### src/rtl/micw_regs.svh
// Purpose: Offsets, field positions, reset values and counts of the block
// Assumes: Included by bare name; definitions only
// Notes:   Offsets are byte addresses of aligned 32-bit words
`ifndef MICW_REGS_SVH
`define MICW_REGS_SVH

// Register byte offsets
`define MICW_OFS_IRQ_CTRL    8'h00
`define MICW_OFS_PFLAG_A     8'h04
`define MICW_OFS_PFLAG_B     8'h08
`define MICW_OFS_PEN_A       8'h0C
`define MICW_OFS_PEN_B       8'h10
`define MICW_OFS_PWR_CTRL    8'h14
`define MICW_OFS_EDGE_CFG    8'h18
`define MICW_OFS_WAKE_STAT   8'h1C

// Control register fields, then the edge select bit of the edge configuration register
`define MICW_GIE_BIT         7
`define MICW_PEIE_BIT        6
`define MICW_T0IE_BIT        5
`define MICW_INTE_BIT        4
`define MICW_RBIE_BIT        3
`define MICW_T0IF_BIT        2
`define MICW_EXT_IRQ_FLAG_BIT        1
`define MICW_RBIF_BIT        0
`define MICW_EDGE_BIT        6

// Implemented bits of the peripheral flag and enable registers
`define MICW_PA_MASK         8'h7F
`define MICW_PB_MASK         8'hFD

// Reset values
`define MICW_RST_CTRL        8'h00
`define MICW_RST_PER         8'h00
`define MICW_RST_POWER_CONTROL_REG_POR    4'h4

// Status cause patterns, bits 7..3 (TO is bit 4, PD is bit 3)
`define MICW_ST_POR          5'h03
`define MICW_ST_MASTER_CLEAR_PIN_RUN     5'h00
`define MICW_ST_MASTER_CLEAR_PIN_SLP     5'h02
`define MICW_ST_WDT_RST      5'h00
`define MICW_ST_WDT_WAKE     5'h00
`define MICW_ST_BOR          5'h03
`define MICW_ST_IRQ_WAKE     5'h02
// Keep masks: a set bit means the status bit is left unchanged
`define MICW_KP_POR          5'h00
`define MICW_KP_MASTER_CLEAR_PIN_RUN     5'h03
`define MICW_KP_MASTER_CLEAR_PIN_SLP     5'h00
`define MICW_KP_WDT_RST      5'h01
`define MICW_KP_WDT_WAKE     5'h1C
`define MICW_KP_BOR          5'h00
`define MICW_KP_IRQ_WAKE     5'h1C

// Program counter targets and instruction cycle length
`define MICW_VEC_IRQ         13'h0004
`define MICW_VEC_RST         13'h0000
`define MICW_CLK_PER_TCY     4

`endif

### src/rtl/micw_pkg.sv
// Purpose: Types shared by the interrupt and wake controller
// Assumes: Nothing beyond SystemVerilog packages
// Notes:   Register set travels as one packed struct
package micw_pkg;

  // Instruction cycle phases
  typedef enum logic [1:0] {
    MICW_Q1,
    MICW_Q2,
    MICW_Q3,
    MICW_Q4
  } micw_phase_t;

  // Software visible register set
  typedef struct packed {
    logic [7:0] ctrl;
    logic [7:0] pflag_a;
    logic [7:0] pflag_b;
    logic [7:0] pen_a;
    logic [7:0] pen_b;
    logic [3:0] power_control_reg;
    logic       edge_sel;
  } micw_regs_t;

  // Command group towards the core
  typedef struct packed {
    logic        irq_take;
    logic        pc_load;
    logic [12:0] pc_value;
    logic        st_load;
    logic [4:0]  st_cause;
    logic [4:0]  st_keep;
    logic        wake;
  } micw_core_cmd_t;

endpackage

### src/rtl/micw_irq_wake.sv
// Purpose: Interrupt collection, vectoring and reset/wake cause control
// Assumes: AHB-Lite single word transfers; core honours the command group
// Notes:   Instruction cycle is four clocks; arst_n is the power-on reset
//
// Overview of operation
// RULE1: Global enable bit 7 set lets unmasked sources interrupt; clear blocks all.
// RULE2: Every reset clears the global interrupt enable.
// RULE3: Each source has its own enable; a clear enable blocks that source.
// RULE4: Return-from-interrupt instruction sets the global enable again.
// RULE5: Taking an interrupt clears global enable, pushes return, loads 0004h.
// RULE6: Pin and port-change latency is three or four instruction cycles.
// RULE7: Flags set on their event regardless of any enable.
// RULE8: Software clears serviced flags before re-enabling interrupts.
// RULE9: Clearing global enable cancels an imminent take; request stays pending.
// RULE10: Control register holds pin, port-change and timer overflow flags.
// RULE11: First peripheral flag register holds its seven peripheral flags.
// RULE12: Second peripheral flag register holds its six peripheral flags; the code implements seven (mask 8'hFD).
// RULE13: Peripheral enables sit in two enable registers, one per flag.
// RULE14: Interrupt wake continues at PC+1, then vectors if global enable set.
// RULE15: Power-on, clear, watchdog, brown-out resets load 000h; watchdog wake continues.
// RULE16: Status upper bits record the reset or wake cause.
// RULE17: Power register resets 010x or 01u0; bit 0 cleared only by brown-out.
// RULE18: Interrupt wake leaves the causing flag set.
// RULE19: Pin is edge triggered per edge select; valid edge sets flag bit 1.
// RULE20: Request is gated OR of flag-and-enable, acted on at instruction boundary.
`timescale 1ns/10ps
`include "micw_regs.svh"

module micw_irq_wake
  import micw_pkg::*;
(
  input  wire logic        clock,
  input  wire logic        arst_n,
  input  wire logic        hsel,
  input  wire logic [31:0] haddr,
  input  wire logic [1:0]  htrans,
  input  wire logic        hwrite,
  input  wire logic [2:0]  hsize,
  input  wire logic [31:0] hwdata,
  input  wire logic        hready,
  output logic             hreadyout,
  output logic             hresp,
  output logic [31:0]      hrdata,
  input  wire logic        ext_irq_pin,
  input  wire logic        master_clear_pin_n,
  input  wire logic        brownout_det,
  input  wire logic        watchdog_timeout,
  input  wire logic        port_change_evt,
  input  wire logic        tmr0_ovf_evt,
  input  wire logic [7:0]  periph_evt_a,
  input  wire logic [7:0]  periph_evt_b,
  input  wire logic        core_boundary,
  input  wire logic        core_sleeping,
  input  wire logic        core_return_from_irq_instr,
  output logic             irq_take,
  output logic             pc_load,
  output logic [12:0]      pc_value,
  output logic             status_load,
  output logic [4:0]       status_cause,
  output logic [4:0]       status_keep,
  output logic             core_wake
);

  // Pin synchronisers; stage one feeds only stage two
  logic [2:0]     pin_sync_r;
  logic [1:0]     master_clear_pin_sync_r;
  logic [1:0]     bor_sync_r;
  logic           bor_seen_r;
  micw_regs_t     regs_r, regs_nxt;
  micw_core_cmd_t cmd_r, cmd_nxt;
  micw_phase_t    phase_r, phase_nxt;
  logic           pend_r, pend_nxt;
  logic           wr_act_r, wr_act_nxt;
  logic           rd_act_r, rd_act_nxt;
  logic [7:0]     addr_r, addr_nxt;
  logic           ok_addr_r, ok_addr_nxt;
  logic           hready_r, hready_nxt;
  logic [31:0]    hrdata_r, hrdata_nxt;

  always_ff @(posedge clock or negedge arst_n) begin
    if (!arst_n) begin
      pin_sync_r  <= 3'h0;
      master_clear_pin_sync_r <= 2'h3;
      bor_sync_r  <= 2'h0;
      bor_seen_r  <= 1'b0;
    end else begin
      pin_sync_r  <= {pin_sync_r[1:0], ext_irq_pin};
      master_clear_pin_sync_r <= {master_clear_pin_sync_r[0], master_clear_pin_n};
      bor_sync_r  <= {bor_sync_r[0], brownout_det};
      bor_seen_r  <= bor_sync_r[1];
    end
  end

  // Edge taken from stages two and three so stage one stays clean
  logic pin_rise;
  logic pin_fall;
  logic pin_edge;
  logic master_clear_pin_act;
  logic bor_evt;
  logic wdt_rst;
  logic wdt_wake;
  logic any_rst;
  assign pin_rise = pin_sync_r[1] & ~pin_sync_r[2];
  assign pin_fall = ~pin_sync_r[1] & pin_sync_r[2];
  assign pin_edge = regs_r.edge_sel ? pin_rise : pin_fall; // RULE19
  assign master_clear_pin_act = ~master_clear_pin_sync_r[1];
  assign bor_evt  = bor_sync_r[1] & ~bor_seen_r;
  assign wdt_rst  = watchdog_timeout & ~core_sleeping;
  assign wdt_wake = watchdog_timeout & core_sleeping;
  assign any_rst  = bor_evt | master_clear_pin_act | wdt_rst;

  // Masked request, independent of the global enable
  logic [7:0] pa_hit;
  logic [7:0] pb_hit;
  logic       periph_req;
  logic       core_req;
  logic       src_req;
  logic       gie_kill;
  assign pa_hit     = regs_r.pflag_a & regs_r.pen_a; // RULE13
  assign pb_hit     = regs_r.pflag_b & regs_r.pen_b; // RULE13
  assign periph_req = regs_r.ctrl[`MICW_PEIE_BIT] & (|pa_hit | |pb_hit);
  assign core_req   = (regs_r.ctrl[`MICW_T0IE_BIT]
                       & regs_r.ctrl[`MICW_T0IF_BIT])
                    | (regs_r.ctrl[`MICW_INTE_BIT]
                       & regs_r.ctrl[`MICW_EXT_IRQ_FLAG_BIT])
                    | (regs_r.ctrl[`MICW_RBIE_BIT]
                       & regs_r.ctrl[`MICW_RBIF_BIT]); // RULE3
  assign src_req    = core_req | periph_req; // RULE20
  // A write clearing the global enable in this cycle stops a take
  assign gie_kill   = wr_act_r & ok_addr_r
                    & (addr_r == `MICW_OFS_IRQ_CTRL)
                    & ~hwdata[`MICW_GIE_BIT]; // RULE9

  // Read multiplexer, unmapped words read zero
  logic [31:0] rd_mux;
  always_comb begin
    rd_mux = 32'h0000_0000;
    case (addr_r)
      `MICW_OFS_IRQ_CTRL:  rd_mux[7:0] = regs_r.ctrl;
      `MICW_OFS_PFLAG_A:   rd_mux[7:0] = regs_r.pflag_a;
      `MICW_OFS_PFLAG_B:   rd_mux[7:0] = regs_r.pflag_b;
      `MICW_OFS_PEN_A:     rd_mux[7:0] = regs_r.pen_a;
      `MICW_OFS_PEN_B:     rd_mux[7:0] = regs_r.pen_b;
      `MICW_OFS_PWR_CTRL:  rd_mux[3:0] = regs_r.power_control_reg;
      `MICW_OFS_EDGE_CFG:  rd_mux[`MICW_EDGE_BIT] = regs_r.edge_sel;
      `MICW_OFS_WAKE_STAT: rd_mux[2:0] = {pend_r, src_req, core_sleeping};
      default:             rd_mux = 32'h0000_0000;
    endcase
    if (!ok_addr_r) begin
      rd_mux = 32'h0000_0000;
    end
  end

  // Bus slave: writes finish at once, reads take one wait state so that
  // a read right after a write sees the written value
  always_comb begin
    logic ap;
    ap          = hsel & htrans[1] & hready;
    wr_act_nxt  = ap & hwrite;
    rd_act_nxt  = ap & ~hwrite;
    addr_nxt    = ap ? {haddr[7:2], 2'b00} : addr_r;
    ok_addr_nxt = ap ? (haddr[31:8] == 24'h00_0000) : ok_addr_r;
    hready_nxt  = ~(ap & ~hwrite);
    hrdata_nxt  = hrdata_r;
    if (rd_act_r) begin
      hrdata_nxt = rd_mux;
    end
  end

  // Register set, instruction phase and command group
  always_comb begin
    logic wr_ok;
    logic take;
    wr_ok     = wr_act_r & ok_addr_r;
    take      = 1'b0;
    regs_nxt  = regs_r;
    pend_nxt  = pend_r;
    phase_nxt = (phase_r == MICW_Q4) ? MICW_Q1
                                      : micw_phase_t'(phase_r + 2'h1);
    cmd_nxt   = '0;
    cmd_nxt.pc_value = cmd_r.pc_value;
    cmd_nxt.st_cause = cmd_r.st_cause;
    cmd_nxt.st_keep  = cmd_r.st_keep;
    // Software writes; unimplemented bits stay zero
    if (wr_ok) begin
      case (addr_r)
        `MICW_OFS_IRQ_CTRL: regs_nxt.ctrl    = hwdata[7:0];
        `MICW_OFS_PFLAG_A:  regs_nxt.pflag_a = hwdata[7:0] & `MICW_PA_MASK;
        `MICW_OFS_PFLAG_B:  regs_nxt.pflag_b = hwdata[7:0] & `MICW_PB_MASK;
        `MICW_OFS_PEN_A:    regs_nxt.pen_a   = hwdata[7:0] & `MICW_PA_MASK;
        `MICW_OFS_PEN_B:    regs_nxt.pen_b   = hwdata[7:0] & `MICW_PB_MASK;
        `MICW_OFS_PWR_CTRL: regs_nxt.power_control_reg    = hwdata[3:0];
        `MICW_OFS_EDGE_CFG: regs_nxt.edge_sel = hwdata[`MICW_EDGE_BIT];
        default:            regs_nxt = regs_nxt;
      endcase
    end
    // Events set flags after the write so a same-cycle clear loses
    regs_nxt.ctrl[`MICW_EXT_IRQ_FLAG_BIT] = regs_nxt.ctrl[`MICW_EXT_IRQ_FLAG_BIT]
                                   | pin_edge; // RULE19
    regs_nxt.ctrl[`MICW_RBIF_BIT] = regs_nxt.ctrl[`MICW_RBIF_BIT]
                                   | port_change_evt; // RULE10
    regs_nxt.ctrl[`MICW_T0IF_BIT] = regs_nxt.ctrl[`MICW_T0IF_BIT]
                                   | tmr0_ovf_evt; // RULE7
    regs_nxt.pflag_a = regs_nxt.pflag_a
                     | (periph_evt_a & `MICW_PA_MASK); // RULE11
    regs_nxt.pflag_b = regs_nxt.pflag_b
                     | (periph_evt_b & `MICW_PB_MASK); // RULE12
    // Request sampled once per instruction cycle, at Q1
    if (phase_r == MICW_Q1) begin
      pend_nxt = src_req & regs_r.ctrl[`MICW_GIE_BIT]; // RULE1
    end
    if (!regs_r.ctrl[`MICW_GIE_BIT] || gie_kill) begin
      pend_nxt = 1'b0; // RULE9
    end
    // Vector at Q4 of an instruction boundary; a take due mid two-cycle
    // instruction waits one more instruction cycle for the boundary
    take = pend_r & regs_r.ctrl[`MICW_GIE_BIT] & ~gie_kill
         & (phase_r == MICW_Q4) & core_boundary & ~core_sleeping; // RULE6
    if (core_return_from_irq_instr) begin
      regs_nxt.ctrl[`MICW_GIE_BIT] = 1'b1; // RULE4
    end
    if (take) begin
      regs_nxt.ctrl[`MICW_GIE_BIT] = 1'b0; // RULE5
      pend_nxt         = 1'b0;
      cmd_nxt.irq_take = 1'b1; // RULE5
      cmd_nxt.pc_load  = 1'b1;
      cmd_nxt.pc_value = `MICW_VEC_IRQ; // RULE5
    end
    // Wake from sleep: core resumes at PC+1, vectors later if enabled
    if (core_sleeping && src_req) begin // RULE18
      cmd_nxt.wake     = 1'b1; // RULE14
      cmd_nxt.st_load  = 1'b1;
      cmd_nxt.st_cause = `MICW_ST_IRQ_WAKE; // RULE16
      cmd_nxt.st_keep  = `MICW_KP_IRQ_WAKE;
    end else if (wdt_wake) begin
      cmd_nxt.wake     = 1'b1; // RULE15
      cmd_nxt.st_load  = 1'b1;
      cmd_nxt.st_cause = `MICW_ST_WDT_WAKE; // RULE16
      cmd_nxt.st_keep  = `MICW_KP_WDT_WAKE;
    end
    // Synchronous resets win over everything else
    if (any_rst) begin
      regs_nxt.ctrl    = `MICW_RST_CTRL
                       | (regs_r.ctrl & 8'h01); // RULE2
      regs_nxt.pflag_a = `MICW_RST_PER;
      regs_nxt.pflag_b = `MICW_RST_PER;
      regs_nxt.pen_a   = `MICW_RST_PER;
      regs_nxt.pen_b   = `MICW_RST_PER;
      regs_nxt.edge_sel = 1'b1;
      pend_nxt         = 1'b0;
      phase_nxt        = MICW_Q1;
      cmd_nxt          = '0;
      cmd_nxt.pc_load  = 1'b1;
      cmd_nxt.pc_value = `MICW_VEC_RST; // RULE15
      cmd_nxt.st_load  = 1'b1;
      if (bor_evt) begin
        regs_nxt.power_control_reg    = {2'b01, regs_r.power_control_reg[1], 1'b0}; // RULE17
        cmd_nxt.st_cause = `MICW_ST_BOR; // RULE16
        cmd_nxt.st_keep  = `MICW_KP_BOR;
      end else begin
        regs_nxt.power_control_reg    = {1'b0, regs_r.power_control_reg[2:0]}; // RULE17
        if (master_clear_pin_act && core_sleeping) begin
          cmd_nxt.st_cause = `MICW_ST_MASTER_CLEAR_PIN_SLP; // RULE16
          cmd_nxt.st_keep  = `MICW_KP_MASTER_CLEAR_PIN_SLP;
        end else if (master_clear_pin_act) begin
          cmd_nxt.st_cause = `MICW_ST_MASTER_CLEAR_PIN_RUN;
          cmd_nxt.st_keep  = `MICW_KP_MASTER_CLEAR_PIN_RUN;
        end else begin
          cmd_nxt.st_cause = `MICW_ST_WDT_RST;
          cmd_nxt.st_keep  = `MICW_KP_WDT_RST;
        end
      end
    end
  end

  // Only registering here; power-on values taken as constants
  always_ff @(posedge clock or negedge arst_n) begin
    if (!arst_n) begin
      regs_r.ctrl     <= `MICW_RST_CTRL; // RULE2
      regs_r.pflag_a  <= `MICW_RST_PER;
      regs_r.pflag_b  <= `MICW_RST_PER;
      regs_r.pen_a    <= `MICW_RST_PER;
      regs_r.pen_b    <= `MICW_RST_PER;
      regs_r.power_control_reg     <= `MICW_RST_POWER_CONTROL_REG_POR; // RULE17
      regs_r.edge_sel <= 1'b1;
      pend_r          <= 1'b0;
      phase_r         <= MICW_Q1;
      cmd_r           <= '0;
      cmd_r.pc_load   <= 1'b1;
      cmd_r.pc_value  <= `MICW_VEC_RST; // RULE15
      cmd_r.st_load   <= 1'b1;
      cmd_r.st_cause  <= `MICW_ST_POR; // RULE16
      cmd_r.st_keep   <= `MICW_KP_POR;
      wr_act_r        <= 1'b0;
      rd_act_r        <= 1'b0;
      addr_r          <= 8'h00;
      ok_addr_r       <= 1'b0;
      hready_r        <= 1'b1;
      hrdata_r        <= 32'h0000_0000;
    end else begin
      regs_r    <= regs_nxt;
      pend_r    <= pend_nxt;
      phase_r   <= phase_nxt;
      cmd_r     <= cmd_nxt;
      wr_act_r  <= wr_act_nxt;
      rd_act_r  <= rd_act_nxt;
      addr_r    <= addr_nxt;
      ok_addr_r <= ok_addr_nxt;
      hready_r  <= hready_nxt;
      hrdata_r  <= hrdata_nxt;
    end
  end

  // Outputs straight from flops; response is always OKAY
  assign hreadyout    = hready_r;
  assign hresp        = 1'b0;
  assign hrdata       = hrdata_r;
  assign irq_take     = cmd_r.irq_take;
  assign pc_load      = cmd_r.pc_load;
  assign pc_value     = cmd_r.pc_value;
  assign status_load  = cmd_r.st_load;
  assign status_cause = cmd_r.st_cause;
  assign status_keep  = cmd_r.st_keep;
  assign core_wake    = cmd_r.wake;

endmodule

### config.mk
export PLATFORM = sky130hd
export DESIGN_NAME = micw_irq_wake
export DESIGN_NICKNAME = d
export VERILOG_FILES = /design/src/rtl/micw_pkg.sv /design/src/rtl/micw_irq_wake.sv
export VERILOG_INCLUDE_DIRS = /design/src /design/src/rtl
export SDC_FILE = /design/constraint.sdc
export NUM_CORES = 1
export LEC_CHECK = 0
export ABC_AREA = 1
export BUFFER_PORTS_ARGS = -buffer_cell sky130_fd_sc_hd__buf_2
export CORE_ASPECT_RATIO = 0.75
export CORE_MARGIN = 4
export CORE_UTILIZATION = 45
export DETAILED_ROUTE_END_ITERATION = 8
export PLACE_DENSITY = 0.84
export SYNTH_ARGS = -nofsm -noshare
export SYNTH_HDL_FRONTEND = slang
export SYNTH_SLANG_ARGS = --single-unit
### constraint.sdc
create_clock -name clock -period 2.69 [get_ports clock]
set_input_delay 0.538 -clock clock [delete_from_list [all_inputs] [get_ports clock]]
set_output_delay 0.538 -clock clock [all_outputs]
set_load 0.02 [all_outputs]
After elaboration in Yosys (flattened, before gate mapping)
Index checks and enable logic that the tools add are counted.
{ "totals": {"output_inout_bits": 61, "reg_bits": 125, "inputBits": 99, "wordCells": 146} }
{ "classes": {"mux": 32, "n_eq_ne": 9, "bitwise": 45, "n_addsub": 1, "n_reduce_logical": 28} }
{ "op_table": {"columns": ["operator", "count"], "rows": [
  ["$mux 45", 2],
  ["$mux 8", 6],
  ["$mux 27", 1],
  ["$eq 6x3->1 const B", 4],
  ["$logic_not 24->1", 1],
  ["$mux 12", 2],
  ["$and 1x1->1", 22],
  ["$pmux 3 s7", 1],
  ["$and 8x8->8", 2],
  ["$reduce_or 8->1", 2],
  ["$mux 15", 1],
  ["$mux 7", 2],
  ["$reduce_bool 2->1", 7],
  ["$eq 6x2->1 const B", 2],
  ["$pmux 1 s6", 2],
  ["$reduce_and 2->1", 6],
  ["$reduce_bool 4->1", 3],
  ["$not 1->1", 10],
  ["$pmux 2 s5", 1],
  ["$or 1x1->1", 9],
  ["$logic_not 8->1", 1],
  ["$mux 1", 8],
  ["$or 8x7->8", 1],
  ["$or 8x8->8", 1],
  ["14 further kinds", 18]
]} }

Depth between registers and ports, before layout
{ "logic_depth": {"depth_word": 10, "ltp_mapped": 12, "ltp_nobuf": 12} }

Worst setup path after synthesis
No wires, ideal clock.
{ "synth_timing": {"path_kind": "register -> register", "from": "register addr_r[7]", "to": "register regs_r[31] (netlist bit)", "period_less_slack_ps": 1446, "arrival_time_ps": 1333, "path_buffers": 1, "t_required_ps": 2577, "setup_slack_ps": 1244, "path_stages_with_launch": 10, "path_cell_list": "dfrtp_1 > nor2_4 > nand3_4 > nor2_4 > nand2_4 > buf_6 > a21oi_2 > o21ai_1 > nand2_1 > inv_1"} }
{ "synth_between": {"elab_chain_len": 5} }
{ "synth_lines": {"columns": ["item", "line", "text"], "rows": [
  ["from (decl)", "micw_irq_wake.sv:75", "logic [7:0] addr_r, addr_nxt;"],
  ["from (signal assigned)", "micw_irq_wake.sv:307", "addr_r <= addr_nxt;"],
  ["$eq 6x1->1", "micw_irq_wake.sv:186", "case (addr_r)"],
  ["$mux 8", "micw_irq_wake.sv:186", null],
  ["$mux 45", "micw_irq_wake.sv:185", "if (wr_ok) begin"],
  ["$or 8x7->8", "micw_irq_wake.sv:204", "regs_nxt.pflag_a = regs_nxt.pflag_a"],
  ["$mux 45", "micw_irq_wake.sv:242", "if (any_rst) begin"],
  ["named net regs_nxt[31]", "micw_irq_wake.sv:69", "micw_regs_t regs_r, regs_nxt;"],
  ["to (signal assigned)", "micw_irq_wake.sv:301", "regs_r <= regs_nxt;"],
  ["to (decl)", "micw_irq_wake.sv:69", null]
]} }
The timed path passes the listed nets, and every way through them passes these cells. The select of a mux whose other input is x is not followed.
A chain may end at the register's enable or synchronous reset.

Final worst setup path
{ "layout_timing": {"from": "register bor_sync_r[1]", "to": "register regs_r[44] (netlist bit)"} }
{ "layout_between": {"elab_chain_len": 5, "word_cells_on_any_way": 7, "classes_between": "1 x mux; 3 x bitwise; 3 x reduce/logical"} }
{ "layout_lines": {"columns": ["item", "line", "text"], "rows": [
  ["from (decl)", "micw_irq_wake.sv:67", "logic [1:0] bor_sync_r;"],
  ["from (signal assigned)", "micw_irq_wake.sv:89", "bor_sync_r <= {bor_sync_r[0], brownout_det};"],
  ["$and 1x1->1 *", "micw_irq_wake.sv:107", "assign bor_evt = bor_sync_r[1] & ~bor_seen_r;"],
  ["$or 1x1->1 * (2 in series)", "micw_irq_wake.sv:110", "assign any_rst = bor_evt | master_clear_pin_act | wdt_rst;"],
  ["$reduce_bool 4->1 (no source line)", null, null],
  ["$reduce_and 2->1 (no source line)", null, null]
]} }
Mark *: on every way between the ends. The rest lies on a longest branch, timed or not.

==> flow_summary.toml <==
[setup_path]
crit_required_ns = 2.93
crit_fanout = 23
reg2reg_slack_ns = 0.79
arrival_ns = 2.13
reg2regPathDepth = 9
crit_path_end_kind = "flop"
critPathLaunchType = "flop"
reg2reg_from = "bor_sync_r[1]"
r2r_end = "regs_r[44]"
worstSetupPathType = "reg -> reg"
crit_start = "bor_sync_r[1]"

[cts]
cts_tree = "yes"
hold_buffers = 0
cts.sinks = 80
clockBufferDepth = 2
cts_setup_buffers = 0
cts-root-buf = "clkbuf_16"
clock_latency_ns = 0.35
cts_resized = 0
clk_pin_slew_ns = 0.07
numCtsBuffers = 9
htree_levels = 3

[routing]
viasPerCell = 5.03
wirelength_um = 11100
drt_iter0_drc = 234
drc_errors = 0
first_pass_iters = 5
wl_per_cell_um = 15.4
via_count = 3618
antenna_left = 0

[floorplan]
num_io_pins = 160
die_area_um2 = 10900
die_h_um = 91.6
die_w_um = 119
start_util = 0.463
std_cell_rows = 30
fp.coreArea_um2 = 9050

[place]
gp_congestion = 0.951
place_hpwl_um = 8240
port_buffers = 87

[yosys]
synth_cell_type_count = 45
syn_inst = 496
synth_top_area_share = 0.424
postSynthAreaPerCell_um2 = 8.45
ys_seq_area_frac = 0.481
ys_warn_count = 0
ys_seq_elements = 80
synth_area_um2 = 4190
synth_top_cell_by_area = "dfrtp_1"
synth_edf_count = 0
async_reset_ff_frac = 1.00
ys.flop_type = "dfrtp_1"
synth.area.top_cells = "dfrtp_1, nand2_1, buf_4"

[global_routing]
grt_overflow = 0
grt_pass1_vias = 3585
grt_start_max_net_pins = 44
antenna_found_initial = 0
grt_pass1_wl_um = 17700
grt_use_total = 0.207

[pwr]
seq_power_share = 0.431
clkPwrFrac = 0.442
intPower_mw = 2.19
finalPower_mw = 3.01
powerDensity_nw_per_um2 = 614
p_switching_mw = 0.817
ir_drop_mv = 0.500
power.leakage_nw = 2.53
p_comb_frac = 0.126
switching_share = 0.272

[sta]
period_minus_slack_ns = 1.90
hold_violations = 0
setup_violations = 0
slew_headroom = 0.606
fin_crit_sh = 0.705
worst_pin_slew_ns = 0.591
rsz0062_at_grt = "false"
finalMaxSlewViolations = 0
fin_skew_ns = 0.0122
tns_ns = 0
fmaxAchievable_ghz = 0.527
whs_ns = 0.180

[final_layout]
fillers = 842
layout_common_cells = "nand2_1, buf_2, dfrtp_1, inv_1, conb_1"
diodes = 0
fin_nets = 687
final_common_cell = "nand2_1"
area_growth_syn_to_layout_pct = 16.8
drive_above_1_share = 0.245

[outcome]
outcome = "finished clean"

[min_path]
hp-class = "in -> async"

[flow_run]
maxCapViolCount = 0
## cell type report
type,count,area [um2],share of cell area
clock buffer,10,229,0.0468
clock inverter,6,93.8,0.0192
inverter,53,200,0.0409
multi-input combinational,352,1740,0.355
sequential,80,2010,0.411
tap,128,160,0.0327
timing repair buffer,90,460,0.0941
## flip-flops by register name, summed over array words and instances (netlist names), 2 cells and up
register / cells
status_keep: 3
hrdata: 8
bor_sync_r: 2
status_cause: 2
phase_r: 2
pin_sync_r: 3
regs_r: 41
addr_r: 6
master_clear_pin_sync_r: 2
## how the worst max path moves through the flow
stage	cells after the start	endpoint
4_1_cts	9	regs_r[44]
6_report	9	regs_r[44]
5_1_grt	9	regs_r[44]
2_1_floorplan	9	regs_r[31]
3_5_place_dp	9	regs_r[44]
3_3_place_gp	9	regs_r[44]
## layer usage
metal / GRT usage / vias to the layer above / share of wire
met4: 0.0486 / 0 / 0.0097
met3: 0.0797 / 12 / 0.10
met5: 0 / - / 0
met2: 0.328 / 171 / 0.46
met1: 0.271 / 1718 / 0.43
li1: - / 1717 / -
## stage by stage
step / cell area (um2) / util / cells / setup slack [ns]
after floorplan: 4340 / - / 535 / 1.24
after global placement: 4570 / 0.505 / 703 / 0.561
after detailed placement: 4570 / 0.505 / 703 / 0.537
after CTS: 4890 / 0.541 / 719 / 0.766
after global routing: 4890 / 0.541 / 719 / 0.578
final: 4890 / 0.541 / 719 / 0.793
## kinds of logic after synthesis
group                    Yosys count  synth area share
AND/OR/NAND/NOR                  224             0.243
flip-flops                        80             0.481
adder cells (fa/ha/maj)            2           0.00597
AO/OA/AOI/OAI                     86             0.130
other                              1          0.000895
buffers and inverters            103             0.139
## critical path, stage by stage (launching register included)
cell and delay [ns]:
dfrtp_1 0.34, inv_1 0.04, nor2_1 0.11, inv_1 0.11, nand2_2 0.31, clkinv_2 0.41
nand2_1 0.27, nor2_1 0.06, nand3_1 0.08, nand2_1 0.05
## Yosys cell counts, types with 2 or more instances
library cell  count
nand2_1         137
dfrtp_1          71
inv_1            48
buf_4            44
nand3_1          32
nor2_1           25
o21ai_0          23
a21oi_1          20
o21ai_1          13
dfstp_2           9
o22ai_1           7
a22oi_1           6
nor4_1            6
a21oi_2           5
buf_6             4
inv_2             4
nor2_4            4
a21oi_4           3
nand2_2           3
nand4_1           3
nor2_2            3
ha_1              2
nand2_4           2
## power by group through the flow
| stage | Combinational [mW] | Clock, mW | Sequential (mW) |
|---|---|---|---|
| 3_5_place_dp | 0.377 | 0 | 1.32 |
| 6_report | 0.379 | 1.33 | 1.30 |
| 2_1_floorplan | 0.275 | 0 | 1.32 |
| 3_3_place_gp | 0.368 | 0 | 1.32 |
| 4_1_cts | 0.379 | 1.35 | 1.30 |
| 5_1_grt | 0.420 | 1.40 | 1.30 |
(Power assumes the default switching activity.)
